<file path="config.mk">
export PLATFORM = sky130hd
export DESIGN_NAME = dmacr_channels
export DESIGN_NICKNAME = d
export VERILOG_FILES = /design/src/common/dmacr_pkg.sv /design/src/rtl/dmacr_channels.sv /design/src/rtl/dmacr_req_detect.sv
export SDC_FILE = /design/constraint.sdc
export NUM_CORES = 2
export LEC_CHECK = 0
export BUFFER_PORTS_ARGS = -buffer_cell sky130_fd_sc_hd__buf_2
export CORE_UTILIZATION = 40
export DETAILED_ROUTE_END_ITERATION = 8
export PLACE_DENSITY_LB_ADDON = 0.15
export RECOVER_POWER = 25
export SLEW_MARGIN = 20
export SYNTH_ARGS = -nofsm -noshare
export SYNTH_HDL_FRONTEND = slang
export SYNTH_SLANG_ARGS = --single-unit
</file>
<file path="constraint.sdc">
create_clock -name core_clk -period 13.2 [get_ports core_clk]
set_input_delay 2.64 -clock core_clk [delete_from_list [all_inputs] [get_ports core_clk]]
set_output_delay 2.64 -clock core_clk [all_outputs]
set_load 0.01 [all_outputs]
</file>
<file path="src/common/dmacr_pkg.sv">
// Constants, register map and state encoding of the DMA channel request and addressing block.
// Assumes a 32-bit classic Wishbone register port and four channels.
package dmacr_pkg;

   localparam int          NUM_CH         = 4;

   // Register byte offsets.
   localparam logic [7:0]  OFS_CTL_BASE   = 8'h00;
   localparam logic [7:0]  OFS_OPER       = 8'h10;
   localparam logic [7:0]  OFS_STATUS     = 8'h14;
   localparam logic [7:0]  OFS_PTR_BASE   = 8'h20;

   // Channel control field positions; BIT_ON_DEMAND is a bit of the operation register.
   localparam int          BIT_ENABLE     = 0;
   localparam int          TS_LSB         = 4;
   localparam int          BIT_HOLD       = 7;
   localparam int          RS_LSB         = 8;
   localparam int          SM_LSB         = 12;
   localparam int          DM_LSB         = 14;
   localparam int          BIT_AL         = 16;
   localparam int          BIT_AM         = 17;
   localparam int          BIT_RL         = 18;
   localparam int          BIT_DS         = 19;
   localparam int          BIT_ON_DEMAND  = 15;

   // Writable bits; reserved bits and absent bits read as zero.
   localparam logic [31:0] CTL_MASK_LOW   = 32'hFF0F_FFF5;
   localparam logic [31:0] CTL_MASK_HIGH  = 32'hFF0A_FFF5;
   localparam logic [31:0] CTL_RESET      = 32'h0000_0000;
   localparam logic [31:0] PTR_RESET      = 32'h0000_0000;

   // Request origin codes.
   localparam logic [3:0]  RS_EXT_DUAL    = 4'h0;
   localparam logic [3:0]  RS_EXT_M2D     = 4'h2;
   localparam logic [3:0]  RS_EXT_D2M     = 4'h3;
   localparam logic [3:0]  RS_AUTO_MM     = 4'h4;
   localparam logic [3:0]  RS_AUTO_MP     = 4'h5;
   localparam logic [3:0]  RS_AUTO_PM     = 4'h6;
   localparam logic [3:0]  RS_SP1_TX      = 4'h8;
   localparam logic [3:0]  RS_SP2_RX      = 4'hB;
   localparam logic [3:0]  RS_TMR_MM      = 4'hC;
   localparam logic [3:0]  RS_TMR_PM      = 4'hE;

   // Transfer size codes and pointer steps.
   localparam logic [2:0]  TS_QUAD        = 3'h0;
   localparam logic [2:0]  TS_BYTE        = 3'h1;
   localparam logic [2:0]  TS_WORD        = 3'h2;
   localparam logic [2:0]  TS_LONG        = 3'h3;
   localparam logic [2:0]  TS_BLOCK       = 3'h4;
   localparam logic [31:0] STEP_BYTE      = 32'h0000_0001;
   localparam logic [31:0] STEP_WORD      = 32'h0000_0002;
   localparam logic [31:0] STEP_LONG      = 32'h0000_0004;
   localparam logic [31:0] STEP_QUAD      = 32'h0000_0008;
   localparam logic [31:0] STEP_BLOCK     = 32'h0000_0020;
   localparam logic [1:0]  PSTEP_FIXED    = 2'h0;
   localparam logic [1:0]  PSTEP_INC      = 2'h1;
   localparam logic [1:0]  PSTEP_DEC      = 2'h2;

   typedef enum logic [1:0] {
      ST_IDLE  = 2'b00,
      ST_READ  = 2'b01,
      ST_WRITE = 2'b10
   } dmacr_state_t;

endpackage

</file>
<file path="src/rtl/dmacr_channels.sv">
// Four-channel DMA request selection, handshake outputs and pointer stepping with Wishbone registers.
// Assumes on-chip request sources on core_clk and request pins asynchronous to it.
//
// Contract
// - Reserved control bits 23..20 read zero.
// - Sampling bit picks low level or falling edge.
// - Burst mode follows level or edge sampling.
// - Accept output polarity set by its bit.
// - Dual address ack in read or write.
// - Ack output polarity set by its bit.
// - Target step field fixed, increment, decrement.
// - Target step equals transfer size.
// - Memory to device single ignores target step.
// - Origin step field fixed, increment, decrement.
// - Origin step equals transfer size.
// - Device to memory single ignores origin step.
// - Code zero is external dual address.
// - Codes two, three are external single address.
// - Codes four to six are auto request.
// - Codes eight to eleven take serial requests.
// - Codes twelve to fourteen take timer capture.
// - Normal mode: external requests on channels 0,1.
// - On-demand mode: external requests on all channels.
// - Size field picks 64, 8, 16, 32 bit, block.
// - Auto request starts on enable; others wait.
`timescale 1ns/1ps
`default_nettype none
module dmacr_channels
   import dmacr_pkg::*;
(
   // Clock and reset.
   input  wire logic        core_clk,
   input  wire logic        sys_rst,
   // Wishbone slave.
   input  wire logic        wb_cyc_i,
   input  wire logic        wb_stb_i,
   input  wire logic        wb_we_i,
   input  wire logic [7:0]  wb_adr_i,
   input  wire logic [3:0]  wb_sel_i,
   input  wire logic [31:0] wb_dat_i,
   output logic [31:0]      wb_dat_o,
   output logic             wb_ack_o,
   // Request sources.
   input  wire logic [3:0]  ext_xfer_request_pin_n,
   input  wire logic [3:0]  serial_req,
   input  wire logic        timer_capture_req,
   // External handshakes.
   output logic [3:0]       request_accepted_out,
   output logic [3:0]       transfer_ack_out,
   // Transfer phase toward the bus engine.
   output logic             xfer_valid_out,
   output logic             xfer_write_out,
   output logic [1:0]       xfer_chan_out,
   output logic [2:0]       xfer_size_out,
   output logic [31:0]      xfer_addr_out
);

   logic [31:0]  ctl_r [NUM_CH];
   logic [31:0]  ctl_nxt [NUM_CH];
   logic [31:0]  org_r [NUM_CH];
   logic [31:0]  org_nxt [NUM_CH];
   logic [31:0]  tgt_r [NUM_CH];
   logic [31:0]  tgt_nxt [NUM_CH];
   logic         ddt_r, ddt_nxt, ack_r, ack_nxt;
   logic [31:0]  dat_r, dat_nxt;
   logic [3:0]   pin_s1_r, pin_s2_r;
   logic [3:0]   det_req, chan_req, clr_pend, step_org, step_tgt;
   dmacr_state_t st_r, st_nxt;
   logic [1:0]   gnt_r, gnt_nxt;
   logic [3:0]   acc_r, acc_nxt;
   logic         val_r, val_nxt, wr_r, wr_nxt;
   logic [31:0]  addr_r, addr_nxt;
   logic [2:0]   size_r, size_nxt;
   logic         start, finish;
   logic [1:0]   start_ch;

   function automatic logic [31:0] step_ptr(input logic [31:0] ptr, input logic [1:0] mode, input logic [2:0] ts);
      logic [31:0] amt;
      amt = STEP_QUAD;
      case (ts)
         TS_BYTE:  amt = STEP_BYTE;
         TS_WORD:  amt = STEP_WORD;
         TS_LONG:  amt = STEP_LONG;
         TS_BLOCK: amt = STEP_BLOCK;
         default:  amt = STEP_QUAD;
      endcase
      case (mode)
         PSTEP_INC: step_ptr = ptr + amt;
         PSTEP_DEC: step_ptr = ptr - amt;
         default:   step_ptr = ptr;
      endcase
   endfunction

   function automatic logic [31:0] merge(input logic [31:0] old, input logic [31:0] val, input logic [3:0] sel);
      for (int b = 0; b < 4; b++) begin
         old[b*8 +: 8] = sel[b] ? val[b*8 +: 8] : old[b*8 +: 8];
      end
      merge = old;
   endfunction

   function automatic logic [3:0] rs_of(input logic [31:0] c);
      rs_of = c[RS_LSB +: 4];
   endfunction

   function automatic logic is_ext(input logic [3:0] rs);
      is_ext = (rs == RS_EXT_DUAL) || (rs == RS_EXT_M2D) || (rs == RS_EXT_D2M);
   endfunction

   // Settings that are invalid for a channel in the current mode act as their initial value; the register still reads back as written.
   function automatic logic ds_eff(input int ch, input logic on_demand_xfer, input logic [31:0] c);
      ds_eff = (on_demand_xfer || ch < 2) ? c[BIT_DS] : 1'b0;
   endfunction

   function automatic logic am_eff(input int ch, input logic on_demand_xfer, input logic [31:0] c);
      am_eff = (on_demand_xfer ? (ch > 0) : (ch < 2)) ? c[BIT_AM] : 1'b0;
   endfunction

   // Request pins cross into core_clk through two flip-flops.
   always_ff @(posedge core_clk) begin
      if (sys_rst) begin
         pin_s1_r <= 4'hF;
         pin_s2_r <= 4'hF;
      end else begin
         pin_s1_r <= ext_xfer_request_pin_n;
         pin_s2_r <= pin_s1_r;
      end
   end

   for (genvar g = 0; g < NUM_CH; g++) begin : g_ch
      dmacr_req_detect u_det (
         .core_clk   (core_clk),
         .sys_rst    (sys_rst),
         .pin_sync_n (pin_s2_r[g]),
         .edge_mode  (ds_eff(g, ddt_r, ctl_r[g])),
         .clear_pend (clr_pend[g]),
         .req        (det_req[g])
      );
   end

   // Per-channel request qualification.
   always_comb begin
      for (int i = 0; i < NUM_CH; i++) begin
         logic [3:0] rs;
         rs = rs_of(ctl_r[i]);
         chan_req[i] = 1'b0;
         if (rs == RS_EXT_DUAL || rs == RS_EXT_M2D || rs == RS_EXT_D2M) begin
            chan_req[i] = (ddt_r || i < 2) && det_req[i];
         end else if (rs >= RS_AUTO_MM && rs <= RS_AUTO_PM) begin
            chan_req[i] = 1'b1;
         end else if (rs >= RS_SP1_TX && rs <= RS_SP2_RX) begin
            chan_req[i] = serial_req[rs[1:0]];
         end else if (rs >= RS_TMR_MM && rs <= RS_TMR_PM) begin
            chan_req[i] = timer_capture_req;
         end
         chan_req[i] = chan_req[i] && ctl_r[i][BIT_ENABLE];
      end
   end

   // Transfer sequencer: one read and one write phase, or a single phase in single address mode.
   always_comb begin
      logic [31:0] c;
      logic [3:0]  rs;
      st_nxt   = st_r;
      gnt_nxt  = gnt_r;
      acc_nxt  = 4'h0;
      val_nxt  = 1'b0;
      wr_nxt   = 1'b0;
      addr_nxt = addr_r;
      size_nxt = size_r;
      start    = 1'b0;
      finish   = 1'b0;
      start_ch = 2'd0;
      step_org = 4'h0;
      step_tgt = 4'h0;
      c        = ctl_r[gnt_r];
      rs       = rs_of(c);
      for (int i = 0; i < NUM_CH; i++) begin
         clr_pend[i] = ~ctl_r[i][BIT_ENABLE];
      end
      case (st_r)
         ST_IDLE: begin
            for (int i = NUM_CH - 1; i >= 0; i--) begin
               if (chan_req[i]) begin
                  start    = 1'b1;
                  start_ch = 2'(i);
               end
            end
         end
         ST_READ: begin
            if (rs == RS_EXT_M2D) begin
               finish = 1'b1;
            end else begin
               st_nxt   = ST_WRITE;
               val_nxt  = 1'b1;
               wr_nxt   = 1'b1;
               addr_nxt = tgt_r[gnt_r];
            end
         end
         ST_WRITE: finish = 1'b1;
         default: st_nxt = ST_IDLE;
      endcase
      if (finish) begin
         step_org[gnt_r] = (rs != RS_EXT_D2M);
         step_tgt[gnt_r] = (rs != RS_EXT_M2D);
         st_nxt = ST_IDLE;
         // Burst keeps the channel while its request stands: the pin level, or the edge until disable.
         if (c[BIT_HOLD] && chan_req[gnt_r]) begin
            start    = 1'b1;
            start_ch = gnt_r;
         end
      end
      if (start) begin
         c       = ctl_r[start_ch];
         rs      = rs_of(c);
         gnt_nxt = start_ch;
         acc_nxt[start_ch] = 1'b1;
         // A cycle-steal edge request is used up by one transfer.
         clr_pend[start_ch] = ~c[BIT_HOLD] | clr_pend[start_ch];
         size_nxt = c[TS_LSB +: 3];
         val_nxt  = 1'b1;
         // A burst re-take in the finishing cycle must use the pointer that is stepped at this same edge.
         if (rs == RS_EXT_D2M) begin
            st_nxt   = ST_WRITE;
            wr_nxt   = 1'b1;
            addr_nxt = step_tgt[start_ch] ? step_ptr(tgt_r[start_ch], c[DM_LSB +: 2], c[TS_LSB +: 3])
                                          : tgt_r[start_ch];
         end else begin
            st_nxt   = ST_READ;
            addr_nxt = step_org[start_ch] ? step_ptr(org_r[start_ch], c[SM_LSB +: 2], c[TS_LSB +: 3])
                                          : org_r[start_ch];
         end
      end
   end

   always_ff @(posedge core_clk) begin
      if (sys_rst) begin
         st_r   <= ST_IDLE;
         gnt_r  <= 2'd0;
         acc_r  <= 4'h0;
         val_r  <= 1'b0;
         wr_r   <= 1'b0;
         addr_r <= PTR_RESET;
         size_r <= TS_QUAD;
      end else begin
         st_r   <= st_nxt;
         gnt_r  <= gnt_nxt;
         acc_r  <= acc_nxt;
         val_r  <= val_nxt;
         wr_r   <= wr_nxt;
         addr_r <= addr_nxt;
         size_r <= size_nxt;
      end
   end

   // Handshake outputs with per-channel polarity.
   always_comb begin
      for (int i = 0; i < NUM_CH; i++) begin
         logic act, pol_rl, pol_al, sgl;
         pol_rl = (!ddt_r && i < 2) ? ctl_r[i][BIT_RL] : 1'b0;
         pol_al = (!ddt_r && i < 2) ? ctl_r[i][BIT_AL] : 1'b0;
         sgl    = is_ext(rs_of(ctl_r[i])) && rs_of(ctl_r[i]) != RS_EXT_DUAL;
         act    = (gnt_r == 2'(i)) && (sgl ? (st_r != ST_IDLE) :
                  (st_r == (am_eff(i, ddt_r, ctl_r[i]) ? ST_WRITE : ST_READ)));
         request_accepted_out[i] = acc_r[i] ^ pol_rl;
         transfer_ack_out[i]     = act ^ pol_al;
      end
   end

   assign xfer_valid_out = val_r;
   assign xfer_write_out = wr_r;
   assign xfer_chan_out  = gnt_r;
   assign xfer_size_out  = size_r;
   assign xfer_addr_out  = addr_r;

   // Register file: a software write to a pointer overrides a step in the same cycle.
   always_comb begin
      logic wr;
      logic [7:0] a;
      wr       = wb_cyc_i && wb_stb_i && !ack_r && wb_we_i;
      a        = wb_adr_i;
      ack_nxt  = wb_cyc_i && wb_stb_i && !ack_r;
      ddt_nxt  = ddt_r;
      dat_nxt  = 32'h0000_0000;
      for (int i = 0; i < NUM_CH; i++) begin
         logic [31:0] m;
         m = (i < 2) ? CTL_MASK_LOW : CTL_MASK_HIGH;
         ctl_nxt[i] = ctl_r[i];
         org_nxt[i] = step_org[i] ? step_ptr(org_r[i], ctl_r[i][SM_LSB +: 2], ctl_r[i][TS_LSB +: 3]) : org_r[i];
         tgt_nxt[i] = step_tgt[i] ? step_ptr(tgt_r[i], ctl_r[i][DM_LSB +: 2], ctl_r[i][TS_LSB +: 3]) : tgt_r[i];
         if (a == OFS_CTL_BASE + 8'(4 * i)) begin
            dat_nxt = ctl_r[i];
            if (wr) begin
               ctl_nxt[i] = merge(ctl_r[i], wb_dat_i, wb_sel_i) & m;
            end
         end
         if (a == OFS_PTR_BASE + 8'(8 * i)) begin
            dat_nxt = org_r[i];
            if (wr) begin
               org_nxt[i] = merge(org_r[i], wb_dat_i, wb_sel_i);
            end
         end
         if (a == OFS_PTR_BASE + 8'(8 * i + 4)) begin
            dat_nxt = tgt_r[i];
            if (wr) begin
               tgt_nxt[i] = merge(tgt_r[i], wb_dat_i, wb_sel_i);
            end
         end
      end
      if (a == OFS_OPER) begin
         dat_nxt[BIT_ON_DEMAND] = ddt_r;
         if (wr && wb_sel_i[1]) begin
            ddt_nxt = wb_dat_i[BIT_ON_DEMAND];
         end
      end
      if (a == OFS_STATUS) begin
         dat_nxt = {24'h00_0000, st_r, gnt_r, chan_req};
      end
   end

   always_ff @(posedge core_clk) begin
      if (sys_rst) begin
         ddt_r <= 1'b0;
         ack_r <= 1'b0;
         dat_r <= 32'h0000_0000;
         for (int i = 0; i < NUM_CH; i++) begin
            ctl_r[i] <= CTL_RESET;
            org_r[i] <= PTR_RESET;
            tgt_r[i] <= PTR_RESET;
         end
      end else begin
         ddt_r <= ddt_nxt;
         ack_r <= ack_nxt;
         dat_r <= dat_nxt;
         for (int i = 0; i < NUM_CH; i++) begin
            ctl_r[i] <= ctl_nxt[i];
            org_r[i] <= org_nxt[i];
            tgt_r[i] <= tgt_nxt[i];
         end
      end
   end

   assign wb_ack_o = ack_r;
   assign wb_dat_o = dat_r;

   chk_reserved_read_zero: assert property (@(posedge core_clk) disable iff (sys_rst)
      (wb_ack_o && wb_adr_i[7:4] == 4'h0) |-> wb_dat_o[23:20] == 4'h0)
      else $error("reserved control bits read nonzero");
   chk_level_request_seen: assert property (@(posedge core_clk) disable iff (sys_rst)
      (ctl_r[0][BIT_ENABLE] && !ctl_r[0][BIT_DS] && rs_of(ctl_r[0]) == RS_EXT_DUAL && !pin_s2_r[0])
      |-> chan_req[0])
      else $error("low level on request pin not taken");
   chk_ondemand_accept_high: assert property (@(posedge core_clk) disable iff (sys_rst)
      (ddt_r && !acc_r[0]) |-> !request_accepted_out[0])
      else $error("accept output not active high in on-demand mode");
   chk_ack_read_phase: assert property (@(posedge core_clk) disable iff (sys_rst)
      (!ddt_r && st_r == ST_READ && gnt_r == 2'd0 && rs_of(ctl_r[0]) == RS_AUTO_MM && !ctl_r[0][BIT_AM])
      |-> transfer_ack_out[0] != ctl_r[0][BIT_AL])
      else $error("ack missing in dual address read phase");
   chk_ack_idle_level: assert property (@(posedge core_clk) disable iff (sys_rst)
      (!ddt_r && st_r == ST_IDLE) |-> transfer_ack_out[1] == ctl_r[1][BIT_AL])
      else $error("idle ack level wrong");
   chk_target_byte_inc: assert property (@(posedge core_clk) disable iff (sys_rst)
      (step_tgt[0] && ctl_r[0][DM_LSB +: 2] == PSTEP_INC && ctl_r[0][TS_LSB +: 3] == TS_BYTE && !wb_stb_i)
      |=> tgt_r[0] == $past(tgt_r[0]) + 32'h0000_0001)
      else $error("byte increment of target pointer wrong");
   chk_origin_block_dec: assert property (@(posedge core_clk) disable iff (sys_rst)
      (step_org[1] && ctl_r[1][SM_LSB +: 2] == PSTEP_DEC && ctl_r[1][TS_LSB +: 3] == TS_BLOCK && !wb_stb_i)
      |=> org_r[1] == $past(org_r[1]) - 32'h0000_0020)
      else $error("block decrement of origin pointer wrong");
   chk_no_ext_high_ch: assert property (@(posedge core_clk) disable iff (sys_rst)
      (!ddt_r && is_ext(rs_of(ctl_r[2]))) |-> !chan_req[2])
      else $error("channel 2 took external request in normal mode");
   chk_auto_starts: assert property (@(posedge core_clk) disable iff (sys_rst)
      (st_r == ST_IDLE && chan_req != 4'h0) |=> (st_r != ST_IDLE && xfer_valid_out))
      else $error("requested channel did not start");

endmodule // dmacr_channels
`default_nettype wire

</file>
<file path="src/rtl/dmacr_req_detect.sv">
// One channel's request detector: low level or falling edge of the synchronised request pin.
// Assumes the pin input has already passed two flip-flops on core_clk.
`timescale 1ns/1ps
`default_nettype none
module dmacr_req_detect
   import dmacr_pkg::*;
(
   // Clock and reset.
   input  wire logic core_clk,
   input  wire logic sys_rst,
   // Request path.
   input  wire logic pin_sync_n,
   input  wire logic edge_mode,
   input  wire logic clear_pend,
   output logic      req
);
   logic prev_r;
   logic prev_nxt;
   logic pend_r;
   logic pend_nxt;

   always_comb begin
      prev_nxt = pin_sync_n;
      // A falling edge in the clearing cycle is kept.
      pend_nxt = (pend_r & ~clear_pend) | (prev_r & ~pin_sync_n);
   end

   always_ff @(posedge core_clk) begin
      if (sys_rst) begin
         prev_r <= 1'b1;
         pend_r <= 1'b0;
      end else begin
         prev_r <= prev_nxt;
         pend_r <= pend_nxt;
      end
   end

   assign req = edge_mode ? pend_r : ~pin_sync_n;

   chk_edge_pend_set: assert property (@(posedge core_clk) disable iff (sys_rst)
      (prev_r && !pin_sync_n) |=> pend_r)
      else $error("falling edge did not set the pending request");

endmodule // dmacr_req_detect
`default_nettype wire

</file>
==> flow_summary_export.csv <==
group,metric,value,unit
synthesis,ys_seq_area_share,22.5,%
drt,vias,44000,
global_route,grt.total_usage,38.1,%
synthesis,synth_area_leaders,"dfxtp_1 22%, ha_1 10%, nand2_1 6.5%",
cells_and_area,final_net_count,5744,
cells_and_area,drive_gt1_share,8.02,%
global_route,grt_pass1_vias,39200,
setup_path,worstPathMaxFanout,158,
synthesis,synth_flop_cell,"dfxtp_1",
setup_path,cp.arrival,11.22,ns
synthesis,avgSynthCellArea,7.51,sq um
status,status,"complete, but fails checks",
setup_path,slowest_stage,"clkbuf_2",
global_route,grt_overflow_total,0,
cells_and_area,fin_cells,6712,
setup_path,crit_chain,"clkbuf_1, clkbuf_1, clkbuf_2, nor3b_1, a311o_1",
flow_run,max_cap_viol_count,5,
setup_path,worst-path-buf-inv,3,
drt,drt-total-wl,203,mm
drt,drc,0,
setup_path,critical_path_class,"input port to flip-flop",
timing,skew,0.0415,ns
setup_path,r2r-start,"ctl_r[3][9]$_SDFFE_PP0P_",
hold_path,hp-class,"flip-flop to flip-flop",
setup_path,reg2reg_to,"xfer_addr_out[24]$_SDFFE_PP0P_",
synthesis,ys_types,107,
synthesis,synth_warnings,0,
timing,fin_setup_tns,0,ns
setup_path,required,13.78,ns
floorplan,rows,116,
place,dpl.cell_count,6582,
setup_path,r2r_slack,3.68,ns
clock_tree,max-clock-path-buffers,3,
clock_tree,cts_resized,0,
synthesis,synth_top_cell_area_share,22.5,%
clock_tree,htreeDepth,2,
clock_tree,holdBufCountCts,0,
timing,rsz0062_at_grt,"no",
clock_tree,insertion_delay,0.71,ns
timing,final-hold-violation-count,0,
setup_path,crit_family,"buffers and inverters",
drt,vias_per_cell,6.55,
drt,drt.antenna.violating_nets,0,
timing,drv_slew,447,
synthesis,netlist_area,40400,sq um
floorplan,die_y,320,um
power,p_leak,18.0,nW
floorplan,die_area,102000,sq um
floorplan,start_util,40.4,%
global_route,grt_max_degree,159,
setup_path,endpoint_kind,"flip-flop",
place,globalplace.congestion,1.06,
clock_tree,cts_buffers,61,
timing,fin_crit_sh,80.6,%
setup_path,reg2regPathDepth,31,
power,ir_drop,103,uV
timing,worst_pin_slew,4.07,ns
synthesis,syn_nets,5771,
place,dp_hpwl,154,mm
synthesis,async_reset_ff_share,0,%
timing,period_needed,10.64,ns
timing,fmax,0.0940,GHz
clock_tree,cts_sinks,453,
hold_path,hold_depth,1,
floorplan,core_area,100000,sq um
timing,setup_viol,0,
drt,drtIter0Drc,6382,
synthesis,synth_cells,5374,
clock_tree,path_clk_slew,0.06,ns
status,failed_checks,"max-capacitance violations, max-slew violations",
place,port_buffers,137,
synthesis,yosys.area.top_type,"dfxtp_1",
drt,drtPass1Iterations,7,
drt,wl_per_cell,30.3,um
floorplan,fp.dieW,320,um
setup_path,path_common_cell,"clkbuf_1",
global_route,grt_pass1_wl,284,mm
clock_tree,cts_tree,"built",
hold_path,hold_start,"pin_s1_r[2]$_SDFF_PP1_",
hold_path,hold_path_end,"pin_s2_r[2]$_SDFF_PP1_",
synthesis,ys_seq_elements,453,
setup_path,cp_slowest_stage_delay,2.85,ns
global_route,antenna_found_initial,23,
cells_and_area,area_growth,10.2,%
floorplan,ios,138,
synthesis,synth_edf_count,0,
setup_path,startpoint_type,"input port",
clock_tree,root_buffer,"clkbuf_16",
power,powerDensity,76.6,nW/um^2
timing,slew_headroom,-171,%
clock_tree,cts_setup_buffers,0,
## where the power goes
part           internal (W)  switching (W)
combinational     0.0000221       0.000108
sequential          0.00137     0.00000210
clock               0.00115       0.000754
## registers in the layout (all words and copies together), names as in the netlist, 2 cells and up, named ones only
register	cells
org_r	128
tgt_r	128
ctl_r	100
wb_dat_o	32
xfer_addr_out	32
acc_r	4
g_ch.u_det.pend_r	4
g_ch.u_det.prev_r	4
pin_s1_r	4
pin_s2_r	4
xfer_size_out	3
st_r	2
xfer_chan_out	2
## area by class of cell
cell class | count | area (sq um)
fillers | 10300 | 55500
multi-input cells | 4452 | 29600
flip-flops and latches | 453 | 9070
clock buffers | 75 | 1710
well taps | 1298 | 1620
repair buffers | 236 | 1320
inverters | 143 | 537
clock inverters | 40 | 536
diodes | 15 | 37.5
## worst max path at each step
| stage | startpoint | to | slack (ns) | cells after the start |
|---|---|---|---|---|
| 3_5_place_dp | serial_req[2] | xfer_addr_out[24]$_SDFFE_PP0P_ | 2.38 | 32 |
| 5_1_grt | serial_req[2] | xfer_addr_out[24]$_SDFFE_PP0P_ | 2.21 | 32 |
| 2_1_floorplan | serial_req[3] | xfer_addr_out[28]$_SDFFE_PP0P_ | 2.47 | 39 |
| 4_1_cts | serial_req[2] | xfer_addr_out[24]$_SDFFE_PP0P_ | 3.07 | 32 |
| 6_report | sys_rst | xfer_addr_out[31]$_SDFFE_PP0P_ | 2.56 | 5 |
| 3_3_place_gp | serial_req[2] | xfer_addr_out[24]$_SDFFE_PP0P_ | 2.40 | 32 |
## layer usage
metal	up-vias	wire length, um	global-route usage, %
li1	19800	-	-
met1	21000	82900	51.5
met2	2765	80900	53.8
met3	483	29000	13.3
met4	6	10300	17.1
met5	-	64	0
## placed cells by master (no fill, tap or decap), types with 94 or more instances in the layout
cell / instances
inv_1: 142
a211oi_1: 163
nand2b_1: 135
ha_1: 328
mux2i_1: 135
buf_4: 94
dfxtp_1: 451
a31oi_1: 110
a21oi_1: 420
xnor2_1: 143
xor2_1: 127
o21ai_0: 196
and3_1: 100
nor2_1: 606
nand2_1: 698
nor3_1: 95
## logic make-up after synthesis
| logic type | share of synthesized area (%) |
|---|---|
| adders and majority gates | 10.7 |
| buffers and inverters | 4.46 |
| and+or+nand+nor | 23.2 |
| DFF | 22.5 |
| muxes | 5.81 |
| xor gates and xnor gates | 5.86 |
| AOI/OAI and AO/OA | 27.5 |
## per-stage QoR
stage | setup slack [ns] | util [%] | total power (W) | area, sq um | hold WS (ns)
6_report | 2.56 | 44.5 | 0.00341 | 44500 | 0.407
5_1_grt | 2.21 | 44.5 | 0.00347 | 44500 | 0.440
4_1_cts | 3.07 | 44.6 | 0.00342 | 44600 | 0.409
3_5_place_dp | 2.38 | 42.3 | 0.00153 | 42300 | 0.396
3_3_place_gp | 2.40 | 42.3 | 0.00153 | 42300 | 0.398
2_1_floorplan | 2.47 | - | 0.00146 | 40400 | 0.389
## synthesized netlist by cell type, drive strengths merged (135+ instances only)
cell / n
nand2: 699
nor2: 624
dfxtp: 453
a21oi: 423
ha: 329
clkbuf: 287
o21ai: 204
a211oi: 167
inv: 143
xnor2: 143
mux2i: 136
nand2b: 135
Power figures use the tool's default switching activity.
